$ cat src/hdl/watch_defs.svh
// Offsets, field positions, reset values and limits of the comparator function block
`ifndef WATCH_DEFS_SVH
`define WATCH_DEFS_SVH

// Byte offsets within the unit
`define OFS_COMP0      12'h020
`define OFS_MASK0      12'h024
`define OFS_FCT0       12'h028
`define OFS_COMP1      12'h030
`define OFS_MASK1      12'h034
`define OFS_FCT1       12'h038
`define OFS_IRQ_STATUS 12'h040
`define OFS_IRQ_MASK   12'h044

// Function register fields
`define FCT_MATCHED_BIT 24
`define FCT_LINK_LSB    12
`define FCT_SIZE_LSB    10
`define FCT_DVE_BIT     8

// Limits and reset values
`define MASK_MAX      5'h18
`define RST_WORD      32'h0000_0000
`define RST_MASK      5'h00
`define RST_FUNC      4'h0
`define RST_SIZE      2'h0

`endif

$ cat src/hdl/watch_pkg.sv
// Types shared by the comparator function block
package watch_pkg;

    typedef enum logic [3:0] {
        act_disabled   = 4'h0,
        act_fetch      = 4'h4,
        act_read       = 4'h5,
        act_write      = 4'h6,
        act_read_write = 4'h7
    } action_e;

    typedef enum logic [1:0] {
        kind_fetch = 2'h0,
        kind_read  = 2'h1,
        kind_write = 2'h2
    } access_kind_e;

    typedef enum logic [1:0] {
        size_byte = 2'h0,
        size_half = 2'h1,
        size_word = 2'h2
    } data_size_e;

    typedef enum logic [3:0] {
        bus_idle     = 4'h1,
        bus_write    = 4'h2,
        bus_rd_fetch = 4'h4,
        bus_rd_give  = 4'h8
    } bus_state_e;

endpackage : watch_pkg

$ cat src/hdl/addr_compare.sv
// Address comparator with ignore mask
module addr_compare
(
    // Reference and mask
    input  wire logic [31:0] ref_addr,
    input  wire logic [4:0]  mask,
    // Monitored access
    input  wire logic [31:0] acc_addr,
    input  wire logic        is_fetch,
    // Result
    output      logic        hit
);

    logic [31:0] ignore;

    // Fetches are halfword aligned, so bit 0 carries nothing even unmasked
    assign ignore = (mask == 5'h00) ? {31'h0000_0000, is_fetch}
                                    : ((32'h0000_0001 << mask) - 32'h0000_0001);
    assign hit    = ((acc_addr ^ ref_addr) & ~ignore) == 32'h0000_0000;

endmodule : addr_compare

$ cat src/hdl/data_compare.sv
// Data value comparator on one byte lane, halfword or word
module data_compare
(
    // Reference and size
    input  wire logic [31:0] ref_data,
    input  wire logic [1:0]  size,
    // Monitored access
    input  wire logic [31:0] acc_data,
    input  wire logic [1:0]  addr_lo,
    // Result
    output      logic        hit
);

    logic [4:0] byte_sh;
    logic [4:0] half_sh;
    logic       byte_hit;
    logic       half_hit;
    logic       word_hit;

    // Reference is replicated, so the lane of the access is compared in place
    assign byte_sh  = {addr_lo, 3'h0};
    assign half_sh  = {addr_lo[1], 4'h0};
    assign byte_hit = acc_data[byte_sh +: 8] == ref_data[byte_sh +: 8];
    assign half_hit = acc_data[half_sh +: 16] == ref_data[half_sh +: 16];
    assign word_hit = acc_data == ref_data;
    assign hit      = (size == watch_pkg::size_byte) ? byte_hit :
                      (size == watch_pkg::size_half) ? half_hit :
                      (size == watch_pkg::size_word) ? word_hit : 1'b0;

endmodule : data_compare

$ cat src/hdl/trace_watchpoint_comparator_function.sv
// Two-comparator watchpoint function control with AHB-Lite register slave
//
// The placing of the registers and the AHB-Lite slave port were decided locally.
`include "watch_defs.svh"

module trace_watchpoint_comparator_function
(
    // Clock, reset, enable
    input  wire logic        hclk,
    input  wire logic        hresetn,
    input  wire logic        ce,
    // AHB-Lite slave
    input  wire logic        hsel,
    input  wire logic [31:0] haddr,
    input  wire logic [1:0]  htrans,
    input  wire logic        hwrite,
    input  wire logic [2:0]  hsize,
    input  wire logic [31:0] hwdata,
    input  wire logic        hready,
    output      logic [31:0] hrdata,
    output      logic        hreadyout,
    output      logic        hresp,
    // Monitored core accesses
    input  wire logic        acc_valid,
    input  wire logic [1:0]  acc_kind,
    input  wire logic [1:0]  acc_size,
    input  wire logic [31:0] acc_addr,
    input  wire logic [31:0] acc_data,
    // Match outputs
    output      logic        cmp0_match,
    output      logic        cmp1_match,
    output      logic        irq
);

    // Register state
    logic [31:0] comparator0_reference;
    logic [31:0] comparator1_reference;
    logic [4:0]  comparator0_ignore_mask;
    logic [4:0]  comparator1_ignore_mask;
    logic [3:0]  func0;
    logic [3:0]  func1;
    logic [3:0]  linked_comparator_index;
    logic [1:0]  data_compare_size;
    logic        data_value_compare_enable;
    logic        matched0;
    logic        matched1;
    logic [1:0]  irq_status;
    logic [1:0]  irq_mask;

    // Bus state
    watch_pkg::bus_state_e state;
    watch_pkg::bus_state_e next_state;
    logic [11:0] dp_addr;
    logic        accept;
    logic        do_write;
    logic        do_read;
    logic [31:0] rdata_mux;

    // Decode
    logic        sel_comp0;
    logic        sel_mask0;
    logic        sel_fct0;
    logic        sel_comp1;
    logic        sel_mask1;
    logic        sel_fct1;
    logic        sel_status;
    logic        sel_imask;

    // Match path
    logic        is_fetch;
    logic        addr0_hit;
    logic        addr1_hit;
    logic        data_hit;
    logic        link_addr_hit;
    logic        cmp0_hit;
    logic        cmp1_hit;
    logic        cmp0_event;
    logic        cmp1_event;
    logic [3:0]  fct0_wr_link;

    function automatic logic action_hit(input logic [3:0] func, input logic [1:0] kind);
        logic r;
        r = 1'b0;
        case (watch_pkg::action_e'(func))
            watch_pkg::act_fetch:      r = kind == watch_pkg::kind_fetch;
            watch_pkg::act_read:       r = kind == watch_pkg::kind_read;
            watch_pkg::act_write:      r = kind == watch_pkg::kind_write;
            watch_pkg::act_read_write: r = kind != watch_pkg::kind_fetch;
            default:                   r = 1'b0;
        endcase
        return r;
    endfunction : action_hit

    function automatic logic [4:0] clamp_mask(input logic [4:0] v);
        return (v > `MASK_MAX) ? `MASK_MAX : v;
    endfunction : clamp_mask

    // Address decode in the data phase
    assign sel_comp0  = dp_addr == `OFS_COMP0;
    assign sel_mask0  = dp_addr == `OFS_MASK0;
    assign sel_fct0   = dp_addr == `OFS_FCT0;
    assign sel_comp1  = dp_addr == `OFS_COMP1;
    assign sel_mask1  = dp_addr == `OFS_MASK1;
    assign sel_fct1   = dp_addr == `OFS_FCT1;
    assign sel_status = dp_addr == `OFS_IRQ_STATUS;
    assign sel_imask  = dp_addr == `OFS_IRQ_MASK;

    // One wait state on reads keeps read-after-write coherent
    assign accept    = hsel && htrans[1] && hready && (state != watch_pkg::bus_rd_fetch);
    assign hreadyout = ce && (state != watch_pkg::bus_rd_fetch);
    assign hresp     = 1'b0;
    assign do_write  = ce && (state == watch_pkg::bus_write);
    assign do_read   = ce && (state == watch_pkg::bus_rd_fetch);

    always_comb
    begin
        next_state = state;
        unique case (state)
            watch_pkg::bus_rd_fetch:
                next_state = watch_pkg::bus_rd_give;
            watch_pkg::bus_idle, watch_pkg::bus_write, watch_pkg::bus_rd_give:
                next_state = !accept ? watch_pkg::bus_idle :
                             hwrite  ? watch_pkg::bus_write : watch_pkg::bus_rd_fetch;
        endcase
    end

    always_ff @(posedge hclk or negedge hresetn)
    begin
        if (!hresetn)
        begin
            state   <= watch_pkg::bus_idle;
            dp_addr <= 12'h000;
        end
        else if (ce)
        begin
            state <= next_state;
            if (accept)
                dp_addr <= haddr[11:0];
        end
    end

    // Read mux; unmapped offsets read zero, reserved bits zero
    assign rdata_mux =
        sel_comp0  ? comparator0_reference :
        sel_mask0  ? {27'h000_0000, comparator0_ignore_mask} :
        sel_fct0   ? {7'h00, matched0, 8'h00, linked_comparator_index,
                      data_compare_size, 1'b0, data_value_compare_enable,
                      4'h0, func0} :
        sel_comp1  ? comparator1_reference :
        sel_mask1  ? {27'h000_0000, comparator1_ignore_mask} :
        sel_fct1   ? {7'h00, matched1, 20'h0_0000, func1} :
        sel_status ? {30'h0000_0000, irq_status} :
        sel_imask  ? {30'h0000_0000, irq_mask} : `RST_WORD;

    always_ff @(posedge hclk or negedge hresetn)
    begin
        if (!hresetn)
            hrdata <= `RST_WORD;
        else if (do_read)
            hrdata <= rdata_mux;
    end

    // Index values above one are not stored
    assign fct0_wr_link = (hwdata[15:13] == 3'h0) ? {3'h0, hwdata[`FCT_LINK_LSB]}
                                                  : linked_comparator_index;

    always_ff @(posedge hclk or negedge hresetn)
    begin
        if (!hresetn)
        begin
            comparator0_reference   <= `RST_WORD;
            comparator1_reference   <= `RST_WORD;
            comparator0_ignore_mask <= `RST_MASK;
            comparator1_ignore_mask <= `RST_MASK;
            irq_mask                <= 2'h0;
        end
        else if (do_write)
        begin
            if (sel_comp0)
                comparator0_reference <= hwdata;
            if (sel_comp1)
                comparator1_reference <= hwdata;
            if (sel_mask0)
                comparator0_ignore_mask <= clamp_mask(hwdata[4:0]);
            if (sel_mask1)
                comparator1_ignore_mask <= clamp_mask(hwdata[4:0]);
            if (sel_imask)
                irq_mask <= hwdata[1:0];
        end
    end

    always_ff @(posedge hclk or negedge hresetn)
    begin
        if (!hresetn)
        begin
            func0                     <= `RST_FUNC;
            func1                     <= `RST_FUNC;
            linked_comparator_index   <= `RST_FUNC;
            data_compare_size         <= `RST_SIZE;
            data_value_compare_enable <= 1'b0;
        end
        else if (do_write)
        begin
            if (sel_fct0)
            begin
                func0                     <= hwdata[3:0];
                linked_comparator_index   <= fct0_wr_link;
                data_compare_size         <= hwdata[`FCT_SIZE_LSB +: 2];
                data_value_compare_enable <= hwdata[`FCT_DVE_BIT];
            end
            // Comparator 1 keeps only its action; it has no data mode
            if (sel_fct1)
                func1 <= hwdata[3:0];
        end
    end

    // Comparators
    assign is_fetch = acc_kind == watch_pkg::kind_fetch;

    addr_compare u_addr0
    (
        .ref_addr (comparator0_reference),
        .mask     (comparator0_ignore_mask),
        .acc_addr (acc_addr),
        .is_fetch (is_fetch),
        .hit      (addr0_hit)
    );

    addr_compare u_addr1
    (
        .ref_addr (comparator1_reference),
        .mask     (comparator1_ignore_mask),
        .acc_addr (acc_addr),
        .is_fetch (is_fetch),
        .hit      (addr1_hit)
    );

    data_compare u_data0
    (
        .ref_data (comparator0_reference),
        .size     (data_compare_size),
        .acc_data (acc_data),
        .addr_lo  (acc_addr[1:0]),
        .hit      (data_hit)
    );

    // Access must also be of the programmed size to count as a data match
    assign link_addr_hit = linked_comparator_index[0] ? addr1_hit : addr0_hit;
    assign cmp0_hit      = data_value_compare_enable
                         ? (data_hit && link_addr_hit && (acc_size == data_compare_size))
                         : addr0_hit;
    assign cmp1_hit      = addr1_hit;
    assign cmp0_event    = ce && acc_valid && action_hit(func0, acc_kind) && cmp0_hit;
    assign cmp1_event    = ce && acc_valid && action_hit(func1, acc_kind) && cmp1_hit;

    // Sticky flags: a match in the clearing cycle wins over the read
    always_ff @(posedge hclk or negedge hresetn)
    begin
        if (!hresetn)
        begin
            matched0   <= 1'b0;
            matched1   <= 1'b0;
            irq_status <= 2'h0;
            cmp0_match <= 1'b0;
            cmp1_match <= 1'b0;
        end
        else if (ce)
        begin
            matched0      <= cmp0_event || (matched0 && !(do_read && sel_fct0));
            matched1      <= cmp1_event || (matched1 && !(do_read && sel_fct1));
            irq_status[0] <= cmp0_event || (irq_status[0] && !(do_read && sel_status));
            irq_status[1] <= cmp1_event || (irq_status[1] && !(do_read && sel_status));
            cmp0_match    <= cmp0_event;
            cmp1_match    <= cmp1_event;
        end
    end

    assign irq = |(irq_status & irq_mask);
endmodule : trace_watchpoint_comparator_function

$ cat config.mk
export PLATFORM = sky130hd
export DESIGN_NAME = trace_watchpoint_comparator_function
export DESIGN_NICKNAME = d
export VERILOG_FILES = /design/src/hdl/watch_pkg.sv /design/src/hdl/addr_compare.sv /design/src/hdl/data_compare.sv /design/src/hdl/trace_watchpoint_comparator_function.sv
export VERILOG_INCLUDE_DIRS = /design/src /design/src/hdl
export SDC_FILE = /design/constraint.sdc
export NUM_CORES = 1
export LEC_CHECK = 0
export BUFFER_PORTS_ARGS = -buffer_cell sky130_fd_sc_hd__buf_4
export CAP_MARGIN = 20
export CORE_MARGIN = 3
export CORE_UTILIZATION = 60
export DETAILED_ROUTE_END_ITERATION = 8
export PLACE_DENSITY = 0.89
export SYNTH_ARGS = -nofsm -noshare
export SYNTH_HDL_FRONTEND = slang
export SYNTH_SLANG_ARGS = --single-unit
$ cat constraint.sdc
create_clock -name hclk -period 6.86 [get_ports hclk]
set_clock_uncertainty 0.2 [all_clocks]
set_input_delay 1.029 -clock hclk [delete_from_list [all_inputs] [get_ports hclk]]
set_output_delay 1.029 -clock hclk [all_outputs]
set_load 0.005 [all_outputs]
==> qor.csv, run 1 <==
metric;value;unit
crit_cells;10;
fmax;0.222;GHz
crit_path_end_kind;flip-flop;
path_cells;nor4_4, nand2_1, ha_1, nor4b_1, a21oi_1, a22oi_1, nand4_1, nor4_1, a311oi_1, nor3_1;
worstSetupStartpointType;flip-flop;
root_buffer;clkbuf_16;
drv_slew;0;
antenna_found_initial;0;
max-cap-violations;0;
cpPeakStageDelay;0.73;ns
dp_cells;1149;
fin_tns_setup;0;ns
ios;181;
power;2370;uW
syn-num-nets;1013;
nets;1138;
ys_seq_elements;142;
clock-sinks;142;
dp.final_hpwl;19600;microns
peakVddDrop;0.293;mV
regArea;0.00355;sq mm
grt_pass1_wl;42300;microns
stdcell_count;1181;
path_clk_slew;0.06;ns
path_delay_family;simple AND/OR/NAND/NOR gates;
synth_cells;867;
crit_arrival;4.63;ns
track_usage;34.4;%
grt_start_max_net_pins;89;
die_w;125;microns
drive_gt1_share;29.9;%
hp-class;reg -> reg;
p_leak;0.00487;uW
place_congestion;1.01;
hold_buffers;0;
ys.flop_type;dfrtp_1;
yosys_warnings;0;
p_per_area;229;mW/mm^2
clock_latency;0.43;ns
max-clock-path-buffers;2;
cts_made_buffers;17;
routed-via-count;7835;
row_count;42;
cts_resized;0;
rsz0062_at_grt;false;
crit_type;reg -> reg;
fillers;917;
ys_seq_area_share;41.7;%
start_util;62.9;%
reg2reg_depth;10;
slowest_stage;nor4_1;
grt_overflow;0;
ant_nets;0;
drc;0;
final_hold_viol_count;0;
drt_first_pass_iters;7;
routed_wirelength;27300;microns
synth_edf_count;0;
mostFrequentLayoutCells;buf_4 (162), dfrtp_1 (141), mux2_2 (91);
timing.slew.headroom;35.1;%
synthDistinctLibCells;74;
cts_tree;built;
coreArea;0.0136;sq mm
status;completed;
postCtsSetupBuffers;0;
worstPathRequired;7.00;ns
synth.area.top_cells;dfrtp_1 (41%), mux2_2 (12%), xor2_1 (5.8%);
h-tree-depth;4;
grt_pass1_vias;7673;
vias_per_cell;6.63;
multi_input_area;0.00465;sq mm
post_drt_wl_per_cell;23.1;microns
max_slew.worst_pin.slew;0.974;ns
crit_buf_inv;0;
area_growth_syn_to_layout;21.2;%
final_common_cell;buf_4;
io_buffers;155;
fin_crit;4.50;ns
async_flop_share;100;%
setup-violations-final;0;
drtIter0Drc;908;
synth_area_per_cell;9.83;sq um
syn_area;0.00853;sq mm
synth.top_cell.area_share;41.4;%
yosys.area.top_type;dfrtp_1;
worstPathMaxFanout;25;
fin_crit_sh;65.5;%
diodes;0;
whs_path_depth;2;
fp.dieArea;0.0157;sq mm
timing.hold.ws;0.294;ns
die_y;125;microns
[cells in the mapped netlist (3+ instances only)]
master,number
a2111oi_0,3
a211oi_1,7
a21boi_0,3
a21o_1,6
a21oi_1,29
a221o_1,4
a221oi_1,29
a222oi_1,4
a22o_1,3
a22oi_1,13
a311oi_1,4
a31oi_1,8
a32oi_1,6
and2_1,8
and3_1,8
and3b_1,3
buf_1,3
buf_2,15
clkbuf_1,37
dfrtp_1,141
inv_1,22
mux2_2,91
mux2i_1,4
nand2_1,58
nand2b_1,3
nand3_1,12
nand4_1,10
nor2_1,84
nor2b_1,6
nor3_1,15
nor4_1,13
nor4b_1,5
o211ai_1,3
o21ai_0,51
o22ai_1,5
o31ai_1,3
or3_1,4
xnor2_1,41
xor2_1,56
[worst min-delay path, stage by stage (launching register included)]
cell and delay [ns]:
dfrtp_1 0.35, nand2_1 0.05, o21ai_0 0.06
[per-stage QoR]
stage               worst slack, ns  utilization [%]  cell area (sq um)
detailed placement             2.59             71.8               9730
finish                         2.36             76.2              10300
global route                   2.15             76.2              10300
CTS                            2.56             76.2              10300
floorplan                      3.62                -               8530
global placement               2.58             71.8               9730
[power breakdown]
part | switching [uW] | internal [uW]
registers | 68.5 | 937
clock network | 407 | 550
logic | 184 | 224
[per-layer routing]
layer  up-vias  track usage (%)  part of all wire, %
li1       3421                -                    -
met4         0             11.3                  3.6
met1      3844             46.8                   40
met3        80             8.61                   10
met5         -                0                    0
met2       490             54.3                   46
[worst paths after layout]
kind / startpoint / end / slack [ns]
max in group asynchronous: hresetn / comparator1_reference[31] / 4.77
hold / removal: hrdata[3] / hrdata[3] / 0.29
setup / recovery: comparator0_ignore_mask[4] / cmp0_match / 2.36
min in group asynchronous: hresetn / comparator0_ignore_mask[4] / 0.47
setup reg to reg: comparator0_ignore_mask[4] / cmp0_match / 2.36
hold reg to reg: hrdata[3] / hrdata[3] / 0.29
[cell type report]
type	instances	share of cell area, %
inverter	22	0.799
clock buffer	17	4.12
sequential	142	34.4
clock inverter	15	1.73
timing repair buffer	163	11.9
tap	176	2.13
multi-input combinational	646	45.0
[cells by family after synthesis]
| logic type | share of synthesized area, % |
|---|---|
| and+or+nand+nor | 14.9 |
| AOI/OAI and AO/OA | 16.6 |
| DFF | 41.7 |
| xor gates and xnor gates | 9.96 |
| muxes | 12.8 |
| buffers and inverters | 3.83 |
| adders and majority gates | 0.293 |
| other | 0.0440 |
[flip-flops by register name, summed over array words and instances, names as in the netlist, 4 cells and up]
name / count
comparator0_ignore_mask: 5
comparator0_reference: 32
comparator1_ignore_mask: 5
comparator1_reference: 32
dp_addr: 12
func0: 4
func1: 4
hrdata: 32
state: 4
No activity file was read; power rests on OpenSTA's default activity.
==> run 2: changes to the inputs <==
--- a/config.mk
+++ b/config.mk
@@ -9,9 +9,9 @@
 export BUFFER_PORTS_ARGS = -buffer_cell sky130_fd_sc_hd__buf_4
 export CAP_MARGIN = 20
 export CORE_MARGIN = 3
-export CORE_UTILIZATION = 60
+export CORE_UTILIZATION = 56
 export DETAILED_ROUTE_END_ITERATION = 8
-export PLACE_DENSITY = 0.89
+export PLACE_DENSITY = 0.84
 export SYNTH_ARGS = -nofsm -noshare
 export SYNTH_HDL_FRONTEND = slang
 export SYNTH_SLANG_ARGS = --single-unit
==> constraint.sdc (replaced) <==
create_clock -name hclk -period 4.4 [get_ports hclk]
set_clock_uncertainty 0.2 [all_clocks]
set_input_delay 0.66 -clock hclk [delete_from_list [all_inputs] [get_ports hclk]]
set_output_delay 0.66 -clock hclk [all_outputs]
set_load 0.005 [all_outputs]
==> run 2 against run 1 <==
  * The run now ends with design-rule violations left
  * Register-to-register slack worse by 1.8 ns
  * Non-clock buffer count is 20 higher
  * Cell count is 2.4% higher
  * Power is 60% higher
  * Critical path type unchanged
  * Die area is 6.8% higher
==> qor.csv, run 2 (synthesis results as in run 1) <==
metric;value;unit
crit_path_end_kind;flip-flop;
max-cap-violations;0;
routed_wirelength;28200;microns
mostFrequentLayoutCells;buf_4 (180), dfrtp_1 (141), mux2_2 (91);
max_slew.worst_pin.slew;0.801;ns
row_count;44;
p_comb_share;17.0;%
root_buffer;clkbuf_16;
max-clock-path-buffers;2;
fp.dieArea;0.0167;sq mm
crit_arrival;4.01;ns
nets;1158;
fmax;0.259;GHz
fin_crit;3.86;ns
top_layer_used;met4;
drtIter0Drc;1000;
ant_nets;0;
antenna_found_initial;0;
grt_pass1_vias;7724;
drt_first_pass_iters;9;
rsz0062_at_grt;false;
power.switching;989;uW
worstPathRequired;4.55;ns
postCtsSetupBuffers;0;
violations;design-rule violations;
hold_buffers;0;
fin_tns_setup;0;ns
coreArea;0.0147;sq mm
setup-violations-final;0;
p_leak;0.00501;uW
timing.hold.ws;0.0612;ns
track_usage;34.1;%
grt_pass1_wl;43400;microns
grt_start_max_net_pins;83;
die_w;129;microns
crit_type;reg -> reg;
place_congestion;0.981;
seqPwrFrac;41.2;%
worstSetupStartpointType;flip-flop;
timing.slew.headroom;46.6;%
area_growth_syn_to_layout;23.8;%
drc;1;
diodes;0;
cts_made_buffers;17;
fin_crit_sh;87.7;%
dr_wl_met3;2780;microns
die_y;129;microns
clock_power_share;41.7;%
post_drt_wl_per_cell;23.3;microns
status;finished with violations;
clock-sinks;142;
switching_share;26.0;%
p_per_area;360;mW/mm^2
hp-class;in -> async;
reg_top3;comparator0_reference x32, comparator1_reference x32, hrdata x32;
cts_resized;0;
ios;181;
worstPathMaxFanout;20;
cts_tree;built;
io_buffers;155;
vias_per_cell;6.60;
final_common_cell;buf_4;
met2_length;13400;microns
start_util;58.0;%
clock_latency;0.43;ns
h-tree-depth;4;
grt_overflow;0;
final_hold_viol_count;0;
drive_gt1_share;31.1;%
power.internal;2810;uW
peakVddDrop;0.262;mV
path_clk_slew;0.06;ns
dp.final_hpwl;20200;microns
drv_slew;0;
fin_util;71.8;%
met1Wirelength;11200;microns
routed-via-count;7974;
-- run 2: critical path, cell delays in order, from the launching register on --
cell,delay [ns]
dfrtp_1,0.49
or4_4,0.62
nor2_1,0.13
inv_1,0.05
ha_1,0.41
or3_1,0.45
o21ai_0,0.16
a221oi_1,0.10
a311o_1,0.40
nor4_4,0.35
nand4_1,0.28
o21ai_0,0.14
-- run 2: final cells by class --
cell class | instances | area [sq um]
clock inverters | 11 | 176
inverters | 22 | 82.6
repair buffers | 183 | 1400
clock buffers | 21 | 470
flip-flops and latches | 142 | 3550
fillers | 1114 | 4140
multi-input cells | 646 | 4650
well taps | 184 | 230
-- run 2: per-stage QoR --
stage	setup WS (ns)	total power, uW	instances	instance area (sq um)
floorplan	1.16	1830	867	8530
global route	0.320	3940	1209	10600
detailed placement	0.665	2230	1176	9900
CTS	0.626	3810	1208	10500
global placement	0.647	2200	1176	9900
finish	0.540	3800	1209	10600
-- run 2: metal layers --
layer	vias up	GRT usage, %
li1	3464	-
met1	3916	47.7
met2	513	54.2
met3	81	6.60
met4	0	10.3
met5	-	0
-- run 2: power groups by stage --
stage,sequential (uW),combinational [uW],clock (uW)
2_1_floorplan,1570,253,0
3_3_place_gp,1580,624,0
3_5_place_dp,1590,642,0
4_1_cts,1570,652,1590
5_1_grt,1580,712,1640
6_report,1570,647,1590
-- run 2: worst paths after layout --
path	from	end	slack, ns	depth (start not counted)
max in group asynchronous	hresetn	state[0]	2.94	2
min in group hclk	hwrite	state[2]	0.21	2
max reg2reg	comparator1_ignore_mask[4]	cmp1_match	0.54	11
min reg2reg	hrdata[2]	hrdata[2]	0.29	2
max	comparator1_ignore_mask[4]	cmp1_match	0.54	11
min	hresetn	hrdata[4]	0.06	1
